`config.mk`:
```
export PLATFORM = sky130hd
export DESIGN_NAME = segment_lcd_control_regs
export DESIGN_NICKNAME = d
export VERILOG_FILES = /design/src/hdl/segment_lcd_pkg.sv /design/src/hdl/lcd_tick_divider.sv /design/src/hdl/lcd_pump_clock.sv /design/src/hdl/segment_lcd_control_regs.sv
export VERILOG_INCLUDE_DIRS = /design/src /design/src/hdl
export SDC_FILE = /design/constraint.sdc
export NUM_CORES = 1
export LEC_CHECK = 0
export ABC_CLOCK_PERIOD_IN_PS = 2900
export BUFFER_PORTS_ARGS = -buffer_cell sky130_fd_sc_hd__buf_2
export CORE_MARGIN = 4
export CORE_UTILIZATION = 40
export CTS_BUF_LIST = sky130_fd_sc_hd__clkbuf_8 sky130_fd_sc_hd__clkbuf_16
export CTS_CLUSTER_SIZE = 12
export DETAILED_ROUTE_END_ITERATION = 12
export GPL_TIMING_DRIVEN = 0
export PLACE_DENSITY = 0.68
export REMOVE_ABC_BUFFERS = 1
export SLEW_MARGIN = 20
export SYNTH_ARGS = -nofsm -noshare
export SYNTH_HDL_FRONTEND = slang
export SYNTH_HIERARCHICAL = 1
export SYNTH_SLANG_ARGS = --single-unit
```
`constraint.sdc`:
```
create_clock -name aclk -period 2.9 [get_ports aclk]
set_input_delay 0.435 -clock aclk [delete_from_list [all_inputs] [get_ports aclk]]
set_output_delay 0.435 -clock aclk [all_outputs]
set_load 0.02 [all_outputs]
```
`src/hdl/segment_lcd_defines.svh`:
```
// Offsets, field positions, masks and counts of the segment LCD control block
`ifndef SEGMENT_LCD_DEFINES_SVH
`define SEGMENT_LCD_DEFINES_SVH

// ==========================================================
// Register byte addresses
`define LCD_ADDR_MAIN       4'h0
`define LCD_ADDR_PUMP       4'h4
`define LCD_ADDR_DUTY       4'h8

// ==========================================================
// Implemented-bit masks and reset values
`define LCD_MASK_MAIN       8'hf7
`define LCD_MASK_PUMP       8'h0b
`define LCD_MASK_DUTY       8'he7
`define LCD_RESET_VALUE     8'h00

// ==========================================================
// Field positions
`define LCD_BIT_WAVE_TYPE   7
`define LCD_BIT_BIAS_STYLE  6
`define LCD_BIT_CSRC_HI     5
`define LCD_BIT_CSRC_LO     4
`define LCD_BIT_RCUR_HI     2
`define LCD_BIT_RCUR_LO     1
`define LCD_BIT_ENABLE      0
`define LCD_BIT_RSUPPLY     3
`define LCD_BIT_PVOLT_HI    1
`define LCD_BIT_PVOLT_LO    0
`define LCD_BIT_PDIV_HI     7
`define LCD_BIT_PDIV_LO     5
`define LCD_BIT_DUTY_HI     2
`define LCD_BIT_DUTY_LO     1
`define LCD_BIT_BIAS_RATIO  0

// ==========================================================
// Duty codes, common counts and clock divisions
`define LCD_DUTY_QUARTER    2'h0
`define LCD_DUTY_SIXTH      2'h1
`define LCD_DUTY_EIGHTH     2'h2
`define LCD_COMS_QUARTER    4'h4
`define LCD_COMS_SIXTH      4'h6
`define LCD_COMS_EIGHTH     4'h8
`define LCD_SUB_DIVIDE      8
`define LCD_PDIV_LAST       3'h6
`define LCD_AXI_OKAY        2'h0
`define LCD_AXI_SLVERR      2'h2

`endif

```
`src/hdl/segment_lcd_pkg.sv`:
```
// Types shared by the segment LCD control block
package segment_lcd_pkg;

  // ==========================================================
  // Decoded settings for the analog bias generator
  typedef struct packed {
    logic       wave_type_b;
    logic       cbias_selected;
    logic [1:0] cbias_power_source;
    logic [1:0] rbias_current_select;
    logic       rbias_supply_select;
    logic       rpump_enable;
    logic       cpump_enable;
    logic [1:0] pump_voltage_select;
    logic       bias_quarter;
  } bias_ctrl_t;

  // ==========================================================
  // Sequencer states
  typedef enum logic [1:0] {
    SEQ_OFF = 2'b01,
    SEQ_RUN = 2'b10
  } seq_state_t;

endpackage

```
`src/hdl/lcd_tick_divider.sv`:
```
// Divides a stream of one-cycle ticks by a fixed ratio
`timescale 1ns/10ps
module lcd_tick_divider #(
  parameter int DIV = 8
) (
  input  wire logic aclk,
  input  wire logic aresetn,
  input  wire logic clear,
  input  wire logic tick_in,
  output logic      tick_out
);

  logic [$clog2(DIV)-1:0] count_r;

  // ==========================================================
  // Counter
  always_ff @(posedge aclk) begin
    if (!aresetn || clear) begin
      count_r  <= '0;
      tick_out <= 1'b0;
    end else begin
      tick_out <= 1'b0;
      if (tick_in) begin
        if (count_r == ($clog2(DIV))'(DIV - 1)) begin
          count_r  <= '0;
          tick_out <= 1'b1;
        end else begin
          count_r <= count_r + 1'b1;
        end
      end
    end
  end

endmodule // lcd_tick_divider

```
`src/hdl/lcd_pump_clock.sv`:
```
// Selectable divider that makes the capacitor pump clock
`timescale 1ns/10ps
`include "segment_lcd_defines.svh"
module lcd_pump_clock (
  input  wire logic       aclk,
  input  wire logic       aresetn,
  input  wire logic       enable,
  input  wire logic       sub_tick,
  input  wire logic [2:0] divider_sel,
  output logic            pump_clk
);

  logic [5:0] count_r;
  logic [2:0] code;
  logic [5:0] half_last;

  // Code 7 behaves as code 6
  assign code      = (divider_sel > `LCD_PDIV_LAST) ? `LCD_PDIV_LAST : divider_sel;
  assign half_last = 6'((7'h40 >> code) - 7'h01);

  // ==========================================================
  // Half-period counter
  always_ff @(posedge aclk) begin
    if (!aresetn || !enable) begin
      count_r  <= '0;
      pump_clk <= 1'b0;
    end else if (sub_tick) begin
      if (count_r >= half_last) begin
        count_r  <= '0;
        pump_clk <= ~pump_clk;
      end else begin
        count_r <= count_r + 1'b1;
      end
    end
  end

endmodule // lcd_pump_clock

```
`src/hdl/segment_lcd_control_regs.sv`:
```
// Segment LCD control registers with bus slave, bias decode and sequencer
`timescale 1ns/10ps
`include "segment_lcd_defines.svh"
// How it works
// (RL1) Main register bit 7 picks waveform Type A (0) or Type B (1).
// (RL2) Main register bit 6 picks resistor (0) or charge-pump (1) biasing.
// (RL3) Bits 5:4 pick pump power: pins, reference on VC, 3V on VB, supply on VA.
// (RL4) Bits 2:1 pick resistor bias current 25, 50, 100 or 200 uA.
// (RL5) Software keeps bias current at 00 while pump biasing is chosen.
// (RL6) Main bit 0 enables the display in fast, slow and idle modes.
// (RL7) Sleep mode forces the driver off regardless of enable.
// (RL8) Pump register bit 3 picks supply pin (0) or internal pump (1).
// (RL9) Resistor pump is off if supply bit 0, pump biasing, or disabled.
// (RL10) Pump bits 1:0 pick 3.3V, 3.0V, 2.7V or 4.5V.
// (RL11) Duty bits 7:5 divide the 32kHz clock by 128 down to 2; 111 is 2.
// (RL12) Duty bits 2:1 select four, six or eight commons; 11 unimplemented.
// (RL13) Commons not used by the duty are released for other pin uses.
// (RL14) Duty bit 0 picks 1/3 (0) or 1/4 (1) bias.
// (RL15) Unimplemented bits read zero and ignore writes.
// (RL16) Pump biasing enables the capacitor charge pump.
// (RL17) Disabled or sleeping resets the function, commons and segments low.
// (RL18) Waveform logic steps on the sub clock divided by eight.
// (RL19) Reset clears all three registers, leaving the display off.
module segment_lcd_control_regs
  import segment_lcd_pkg::*;
#(
  parameter int SEG_N = 32,
  parameter int COM_N = 8
) (
  input  wire logic                      aclk,
  input  wire logic                      aresetn,
  input  wire logic [3:0]                s_axi_awaddr,
  input  wire logic                      s_axi_awvalid,
  output logic                           s_axi_awready,
  input  wire logic [31:0]               s_axi_wdata,
  input  wire logic [3:0]                s_axi_wstrb,
  input  wire logic                      s_axi_wvalid,
  output logic                           s_axi_wready,
  output logic [1:0]                     s_axi_bresp,
  output logic                           s_axi_bvalid,
  input  wire logic                      s_axi_bready,
  input  wire logic [3:0]                s_axi_araddr,
  input  wire logic                      s_axi_arvalid,
  output logic                           s_axi_arready,
  output logic [31:0]                    s_axi_rdata,
  output logic [1:0]                     s_axi_rresp,
  output logic                           s_axi_rvalid,
  input  wire logic                      s_axi_rready,
  input  wire logic                      sleep_mode,
  input  wire logic                      sub_clk,
  input  wire logic [SEG_N-1:0]          seg_data,
  output segment_lcd_pkg::bias_ctrl_t    bias_ctrl,
  output logic                           cpump_clk,
  output logic [COM_N-1:0]               com_drive,
  output logic [COM_N-1:0]               com_release,
  output logic [SEG_N-1:0]               seg_drive,
  output logic                           drive_polarity,
  output logic [2:0]                     com_index
);
  import segment_lcd_pkg::*;

  // ==========================================================
  // Register storage
  logic [7:0]  main_ctrl_r;
  logic [7:0]  pump_ctrl_r;
  logic [7:0]  duty_ctrl_r;
  logic [3:0]  aw_addr_r;
  logic [7:0]  w_data_r;
  logic        w_lane0_r;
  logic        do_write;
  logic        aw_mapped;
  logic [7:0]  rd_value;
  logic        rd_mapped;

  // Both halves held and no answer pending
  assign do_write = !s_axi_awready && !s_axi_wready && !s_axi_bvalid;

  always_comb begin
    aw_mapped = (aw_addr_r == `LCD_ADDR_MAIN) || (aw_addr_r == `LCD_ADDR_PUMP) ||
                (aw_addr_r == `LCD_ADDR_DUTY);
  end

  // ==========================================================
  // Write address channel
  always_ff @(posedge aclk) begin
    if (!aresetn) begin
      s_axi_awready <= 1'b1;
      aw_addr_r     <= 4'h0;
    end else if (s_axi_awvalid && s_axi_awready) begin
      s_axi_awready <= 1'b0;
      aw_addr_r     <= s_axi_awaddr;
    end else if (s_axi_bvalid && s_axi_bready) begin
      s_axi_awready <= 1'b1;
    end
  end

  // ==========================================================
  // Write data channel
  always_ff @(posedge aclk) begin
    if (!aresetn) begin
      s_axi_wready <= 1'b1;
      w_data_r     <= 8'h00;
      w_lane0_r    <= 1'b0;
    end else if (s_axi_wvalid && s_axi_wready) begin
      s_axi_wready <= 1'b0;
      w_data_r     <= s_axi_wdata[7:0];
      w_lane0_r    <= s_axi_wstrb[0];
    end else if (s_axi_bvalid && s_axi_bready) begin
      s_axi_wready <= 1'b1;
    end
  end

  // ==========================================================
  // Write response
  always_ff @(posedge aclk) begin
    if (!aresetn) begin
      s_axi_bvalid <= 1'b0;
      s_axi_bresp  <= `LCD_AXI_OKAY;
    end else if (do_write) begin
      s_axi_bvalid <= 1'b1;
      s_axi_bresp  <= aw_mapped ? `LCD_AXI_OKAY : `LCD_AXI_SLVERR;
    end else if (s_axi_bready) begin
      s_axi_bvalid <= 1'b0;
    end
  end

  // ==========================================================
  // Control registers
  always_ff @(posedge aclk) begin
    if (!aresetn) begin
      // (RL19) Cleared on reset
      main_ctrl_r <= `LCD_RESET_VALUE;
      pump_ctrl_r <= `LCD_RESET_VALUE;
      duty_ctrl_r <= `LCD_RESET_VALUE;
    end else if (do_write && w_lane0_r) begin
      // (RL15) Masked write storage
      unique case (aw_addr_r)
        `LCD_ADDR_MAIN: main_ctrl_r <= w_data_r & `LCD_MASK_MAIN;
        `LCD_ADDR_PUMP: pump_ctrl_r <= w_data_r & `LCD_MASK_PUMP;
        `LCD_ADDR_DUTY: duty_ctrl_r <= w_data_r & `LCD_MASK_DUTY;
        default: ;
      endcase
    end
  end

  // ==========================================================
  // Read decode
  always_comb begin
    rd_value  = 8'h00;
    rd_mapped = 1'b1;
    unique case (s_axi_araddr)
      `LCD_ADDR_MAIN: rd_value = main_ctrl_r;
      `LCD_ADDR_PUMP: rd_value = pump_ctrl_r;
      `LCD_ADDR_DUTY: rd_value = duty_ctrl_r;
      default:        rd_mapped = 1'b0;
    endcase
  end

  // ==========================================================
  // Read channel
  always_ff @(posedge aclk) begin
    if (!aresetn) begin
      s_axi_arready <= 1'b1;
      s_axi_rvalid  <= 1'b0;
      s_axi_rdata   <= 32'h0000_0000;
      s_axi_rresp   <= `LCD_AXI_OKAY;
    end else if (s_axi_arvalid && s_axi_arready) begin
      s_axi_arready <= 1'b0;
      s_axi_rvalid  <= 1'b1;
      // (RL15) Upper bits read zero
      s_axi_rdata   <= {24'h00_0000, rd_value};
      s_axi_rresp   <= rd_mapped ? `LCD_AXI_OKAY : `LCD_AXI_SLVERR;
    end else if (s_axi_rvalid && s_axi_rready) begin
      s_axi_rvalid  <= 1'b0;
      s_axi_arready <= 1'b1;
    end
  end

  // ==========================================================
  // Field views
  logic       display_enable;
  logic       bias_style_select;
  logic       rbias_supply_select;
  logic [2:0] pump_clock_divider;
  logic [1:0] duty_select;
  logic       lcd_reset;

  assign display_enable      = main_ctrl_r[`LCD_BIT_ENABLE];
  assign bias_style_select   = main_ctrl_r[`LCD_BIT_BIAS_STYLE];
  assign rbias_supply_select = pump_ctrl_r[`LCD_BIT_RSUPPLY];
  assign pump_clock_divider  = duty_ctrl_r[`LCD_BIT_PDIV_HI:`LCD_BIT_PDIV_LO];
  assign duty_select         = duty_ctrl_r[`LCD_BIT_DUTY_HI:`LCD_BIT_DUTY_LO];
  // (RL6) (RL7) (RL17) Enable gated by sleep
  assign lcd_reset           = !display_enable || sleep_mode;

  // ==========================================================
  // Bias generator controls
  always_ff @(posedge aclk) begin
    if (!aresetn) begin
      bias_ctrl <= '0;
    end else begin
      // (RL1) Waveform style
      bias_ctrl.wave_type_b          <= main_ctrl_r[`LCD_BIT_WAVE_TYPE];
      // (RL2) Bias style
      bias_ctrl.cbias_selected       <= bias_style_select;
      // (RL3) Pump power source
      bias_ctrl.cbias_power_source   <= main_ctrl_r[`LCD_BIT_CSRC_HI:`LCD_BIT_CSRC_LO];
      // (RL4) Resistor bias current; (RL5) software keeps it zero for pump bias
      bias_ctrl.rbias_current_select <= main_ctrl_r[`LCD_BIT_RCUR_HI:`LCD_BIT_RCUR_LO];
      // (RL8) Resistor supply source
      bias_ctrl.rbias_supply_select  <= rbias_supply_select;
      // (RL9) Resistor pump gating
      bias_ctrl.rpump_enable         <= rbias_supply_select && !bias_style_select &&
                                        display_enable && !sleep_mode;
      // (RL16) Capacitor pump on with pump bias
      bias_ctrl.cpump_enable         <= bias_style_select;
      // (RL10) Pump output voltage
      bias_ctrl.pump_voltage_select  <= pump_ctrl_r[`LCD_BIT_PVOLT_HI:`LCD_BIT_PVOLT_LO];
      // (RL14) Bias ratio
      bias_ctrl.bias_quarter         <= duty_ctrl_r[`LCD_BIT_BIAS_RATIO];
    end
  end

  // ==========================================================
  // Sub clock edge and dividers
  logic sub_clk_d_r;
  logic sub_tick;
  logic lcd_tick;

  // Pin is taken as synchronous; a single stage suffices for the edge
  always_ff @(posedge aclk) begin
    if (!aresetn) begin
      sub_clk_d_r <= 1'b0;
    end else begin
      sub_clk_d_r <= sub_clk;
    end
  end

  assign sub_tick = sub_clk && !sub_clk_d_r;

  // (RL18) Waveform step is sub clock over eight
  lcd_tick_divider #(
    .DIV      (`LCD_SUB_DIVIDE)
  ) u_lcd_tick (
    .aclk     (aclk),
    .aresetn  (aresetn),
    .clear    (lcd_reset),
    .tick_in  (sub_tick),
    .tick_out (lcd_tick)
  );

  // (RL11) Pump clock from selected division
  lcd_pump_clock u_pump_clock (
    .aclk        (aclk),
    .aresetn     (aresetn),
    .enable      (bias_style_select),
    .sub_tick    (sub_tick),
    .divider_sel (pump_clock_divider),
    .pump_clk    (cpump_clk)
  );

  // ==========================================================
  // Duty decode
  logic [3:0] com_count;

  // (RL12) Common count per duty; the unimplemented code falls back to four
  always_comb begin
    unique case (duty_select)
      `LCD_DUTY_SIXTH:  com_count = `LCD_COMS_SIXTH;
      `LCD_DUTY_EIGHTH: com_count = `LCD_COMS_EIGHTH;
      default:          com_count = `LCD_COMS_QUARTER;
    endcase
  end

  // (RL13) Unused commons released
  genvar gi;
  generate
    for (gi = 0; gi < COM_N; gi++) begin : g_release
      always_ff @(posedge aclk) begin
        if (!aresetn) begin
          com_release[gi] <= 1'b1;
        end else begin
          com_release[gi] <= (gi >= com_count);
        end
      end
    end
  endgenerate

  // ==========================================================
  // Waveform sequencer
  seq_state_t state_r;
  logic       half_r;
  logic       frame_pol_r;

  always_ff @(posedge aclk) begin
    if (!aresetn) begin
      state_r <= SEQ_OFF;
    end else begin
      unique case (state_r)
        SEQ_OFF: if (!lcd_reset) state_r <= SEQ_RUN;
        SEQ_RUN: if (lcd_reset)  state_r <= SEQ_OFF;
      endcase
    end
  end

  // Type A flips polarity inside each slot, Type B once per frame
  always_ff @(posedge aclk) begin
    if (!aresetn || lcd_reset || state_r == SEQ_OFF) begin
      com_index   <= 3'h0;
      half_r      <= 1'b0;
      frame_pol_r <= 1'b0;
    end else if (lcd_tick) begin
      half_r <= ~half_r;
      if (half_r) begin
        if ({1'b0, com_index} >= com_count - 4'h1) begin
          com_index   <= 3'h0;
          frame_pol_r <= ~frame_pol_r;
        end else begin
          com_index <= com_index + 3'h1;
        end
      end
    end
  end

  // (RL17) Outputs low while held in reset
  always_ff @(posedge aclk) begin
    if (!aresetn || lcd_reset || state_r == SEQ_OFF) begin
      com_drive      <= '0;
      seg_drive      <= '0;
      drive_polarity <= 1'b0;
    end else begin
      com_drive      <= COM_N'(1) << com_index;
      seg_drive      <= seg_data;
      drive_polarity <= main_ctrl_r[`LCD_BIT_WAVE_TYPE] ? frame_pol_r : half_r;
    end
  end

endmodule // segment_lcd_control_regs

```
==> metrics.csv <==
stage,metric,value,unit
status,status,completed,
yosys,ys_types,51,
clocking,cts.sinks,121,
worst_setup_path,reg2reg_to,u_pump_clock/count_r[3],
floorplan,rows,39,
place,pre_cts_slack,-103,ps
power,p_switching,0.000885,W
power,comb_power_share,4.9,%
final_layout,fin_nets,736,
worst_setup_path,r2r-start,duty_ctrl_r[6],
drt,drt-total-wl,10.8,mm
sta,fin_crit_sh,94.7,%
drt,via_count,3757,
grt,grt_pass1_wl,17.6,mm
sta,max_slew_margin,28.5,%
yosys,ys_ff_latch,121,
yosys,synth.avg_cell_area,9.68,um2
drt,avgViaCountPerCell,4.78,
yosys,synthFlopType,dfxtp_1,
place,placedCellCount,754,
yosys,ys.warnings.count,6,
power,swShare,21.6,%
sta,hold_slack,222,ps
drt,detail-route-antenna-nets,0,
sta,skew,4.83,ps
floorplan,die_x,118,um
floorplan,die_area,0.0139,mm2
floorplan,io-pin-count,191,
clocking,cts_buffer_depth,2,
clocking,cts_max_level,4,
clocking,hold_buffers,0,
sta,hold_viol,0,
sta,fmax,364,MHz
yosys,synth-edff-count,0,
yosys,yosysTopAreaCell,dfxtp_1,
clocking,cts_root_buf,clkbuf_16,
sta,layout_min_cycle_time,2750,ps
final_layout,final_cells,786,
worst_setup_path,cp-endpoint,u_pump_clock/count_r[3],
final_layout,drive_above_1_share,29.1,%
flow_run,drv_cap,0,
worst_setup_path,reg2regPathDepth,13,
drt,drc,0,
power,p_leak,2.78,nW
sta,worst_slew_pin_slew,1070,ps
yosys,synth_area,0.00484,mm2
sta,final_max_slew_viol_count,0,
grt,grt-ovfl-total,0,
worst_setup_path,worstPathRequired,3190,ps
floorplan,coreArea,0.0116,mm2
clocking,clk_pin_slew,60,ps
power,clkPwrFrac,53.0,%
power,p_int,0.00321,W
hold_path,hold_path_class,in -> reg,
sta,fin_ws,153,ps
worst_setup_path,crit_path_start,duty_ctrl_r[6],
yosys,yosys-top-cells-area,"dfxtp_1, and2_1, ha_1",
worst_setup_path,critPathLaunchType,flop,
worst_setup_path,r2r_slack,150,ps
power,power_density,669,mW/mm2
grt,antenna_found_initial,0,
worst_setup_path,end_kind,flop,
yosys,synth_top_area_share,50.1,%
drt,drt-wirelength-per-cell,13.7,um
final_layout,area_growth,26.5,%
power,sequentialPowerShare,42.1,%
place,dp.final_hpwl,7.86,mm
power,ir_drop,0.334,mV
clocking,numCtsBuffers,17,
grt,grt_pass1_vias,3658,
grt,grt_usage,15.9,%
clocking,cts_tree,yes,
floorplan,fp.dieH,118,um
sta,setup-violations-final,0,
clocking,post_cts.repair.setup_buffers,0,
floorplan,initial_core_util,41.7,%
final_layout,antennaDiodeCount,0,
place,place.gp.congestion,0.790,
drt,dr.pass1.iters,4,
worst_setup_path,cp_max_fo,11,
yosys,async_reset_ff_share,0,%
place,io_buffers,137,
grt,grt_start_max_net_pins,42,
drt,drt_iter0_drc,184,
worst_setup_path,critical_path_arrival,3040,ps
clocking,clock_latency,410,ps
yosys,synth_seq_area_share,50.1,%
yosys,synth_cells,500,
worst_setup_path,path_class,reg -> reg,
sta,rsz0062_at_grt,false,
[routing by layer]
layer / GRT usage (%) / vias to the layer above / share of wire (%)
li1: - / 1900 / -
met1: 18.1 / 1685 / 43
met2: 26.2 / 155 / 47
met3: 6.01 / 17 / 8.2
met4: 7.69 / 0 / 1.9
met5: 0 / - / 0
[power groups by stage]
| stage | Combinational, W | Sequential (W) | Clock, W |
|---|---|---|---|
| floorplan | 0.000108 | 0.00177 | 0 |
| global placement | 0.000197 | 0.00176 | 0 |
| detailed placement | 0.000200 | 0.00176 | 0 |
| CTS | 0.000201 | 0.00173 | 0.00222 |
| global route | 0.000228 | 0.00173 | 0.00230 |
| finish | 0.000200 | 0.00173 | 0.00217 |
[metrics by stage]
stage                     utilization, %  TNS [ps]  total power (W)  instance area, um2
final                               52.7         0          0.00410                6120
after floorplan                        -         0          0.00187                4600
after CTS                           52.5         0          0.00414                6090
after global routing                52.7         0          0.00425                6120
after detailed placement            47.1      -636          0.00196                5470
after global placement              47.1     -2.06          0.00195                5470
[Yosys cell counts (2+ instances only)]
cell type / instances
buf_2: 7
or4b_4: 2
dfxtp_1: 121
o21ai_0: 15
a211oi_1: 3
buf_6: 2
a22oi_1: 2
mux2i_1: 14
xor2_1: 5
and3_1: 5
nor2_1: 19
nor3_1: 6
ha_1: 21
inv_1: 18
a31oi_1: 2
and2_1: 43
clkbuf_1: 11
buf_4: 30
nand4_1: 4
nand2_1: 44
nor3b_1: 4
a21oi_1: 38
nand4b_1: 3
nand2b_1: 6
o21ai_1: 14
nand3_1: 29
mux2_2: 2
xnor2_1: 6
nor4b_2: 2
[worst max-delay path, stage by stage, from the launching register on]
cell       delay, ps
dfxtp_4          420
ha_4             180
nor2_1            70
or3_1            310
ha_1             230
nor2_1           100
nand2_1           60
a21oi_1          120
nor2_1            70
ha_1             310
nand3_4           80
or2_4            320
o2111ai_4        270
nor2_1            80
[cells in the final DEF, fill, tap and decap left out, types with 2 or more instances in the layout]
cell type / count
mux2i_1: 14
nor3_1: 6
nand2b_1: 6
inv_1: 20
dfxtp_4: 2
nand4_1: 4
conb_1: 26
bufinv_16: 4
ha_1: 20
xor2_1: 5
clkbuf_16: 17
nor3b_1: 4
mux2_2: 2
nor2_1: 19
xnor2_1: 6
buf_2: 137
and3_1: 5
clkinvlp_4: 4
o21ai_1: 14
a31oi_1: 2
nand3_1: 29
a21oi_1: 38
nand4b_1: 3
nand2_1: 44
and2_1: 43
a22oi_1: 2
dfxtp_1: 118
o21ai_0: 15
or4b_4: 2
a211oi_1: 3
clkinv_2: 3
[worst min path at each step]
| stage | startpoint | end | slack (ps) | cells after the start |
|---|---|---|---|---|
| after floorplan | pump_ctrl_r[0] | bias_ctrl[1] | 430 | 2 |
| after CTS | seg_data[4] | seg_drive[4] | 200 | 2 |
| after detailed placement | s_axi_rdata[4] | s_axi_rdata[4] | 440 | 2 |
| after global routing | seg_data[11] | seg_drive[11] | 200 | 2 |
| final | seg_data[11] | seg_drive[11] | 220 | 2 |
| after global placement | s_axi_rdata[3] | s_axi_rdata[3] | 440 | 2 |
[state kept, by name, summed over array words and instances, names as in the netlist, 2 cells and up]
name and count:
aw_addr_r 4, bias_ctrl 11, com_drive 8, com_index 3, com_release 6, duty_ctrl_r 6
main_ctrl_r 7, pump_ctrl_r 3, s_axi_rdata 8, seg_drive 32, state_r 2, u_lcd_tick/count_r 3
u_pump_clock/count_r 6, w_data_r 8
[kinds of logic after synthesis]
family,after synthesis,share of synthesized area [%]
simple gates,182,21.5
flops,121,50.1
fa+ha+maj,21,5.43
buf+inv,69,8.17
mux,16,3.36
xor+xnor,11,1.99
other cells,1,0.0775
compound gates,79,9.39
[area by class of cell]
class	count	area, um2
inverters	18	67.6
fillers	1043	5490
clock inverters	14	181
repair buffers	137	686
well taps	143	179
clock buffers	18	439
flip-flops and latches	121	2430
multi-input cells	335	2140
[what timing repair did]
action                     CTS  global route
setup endpoints to repair    7             7
pin swaps                    0             1
gates resized for setup      2             5
Note: power is estimated with default switching activity, not from simulation.
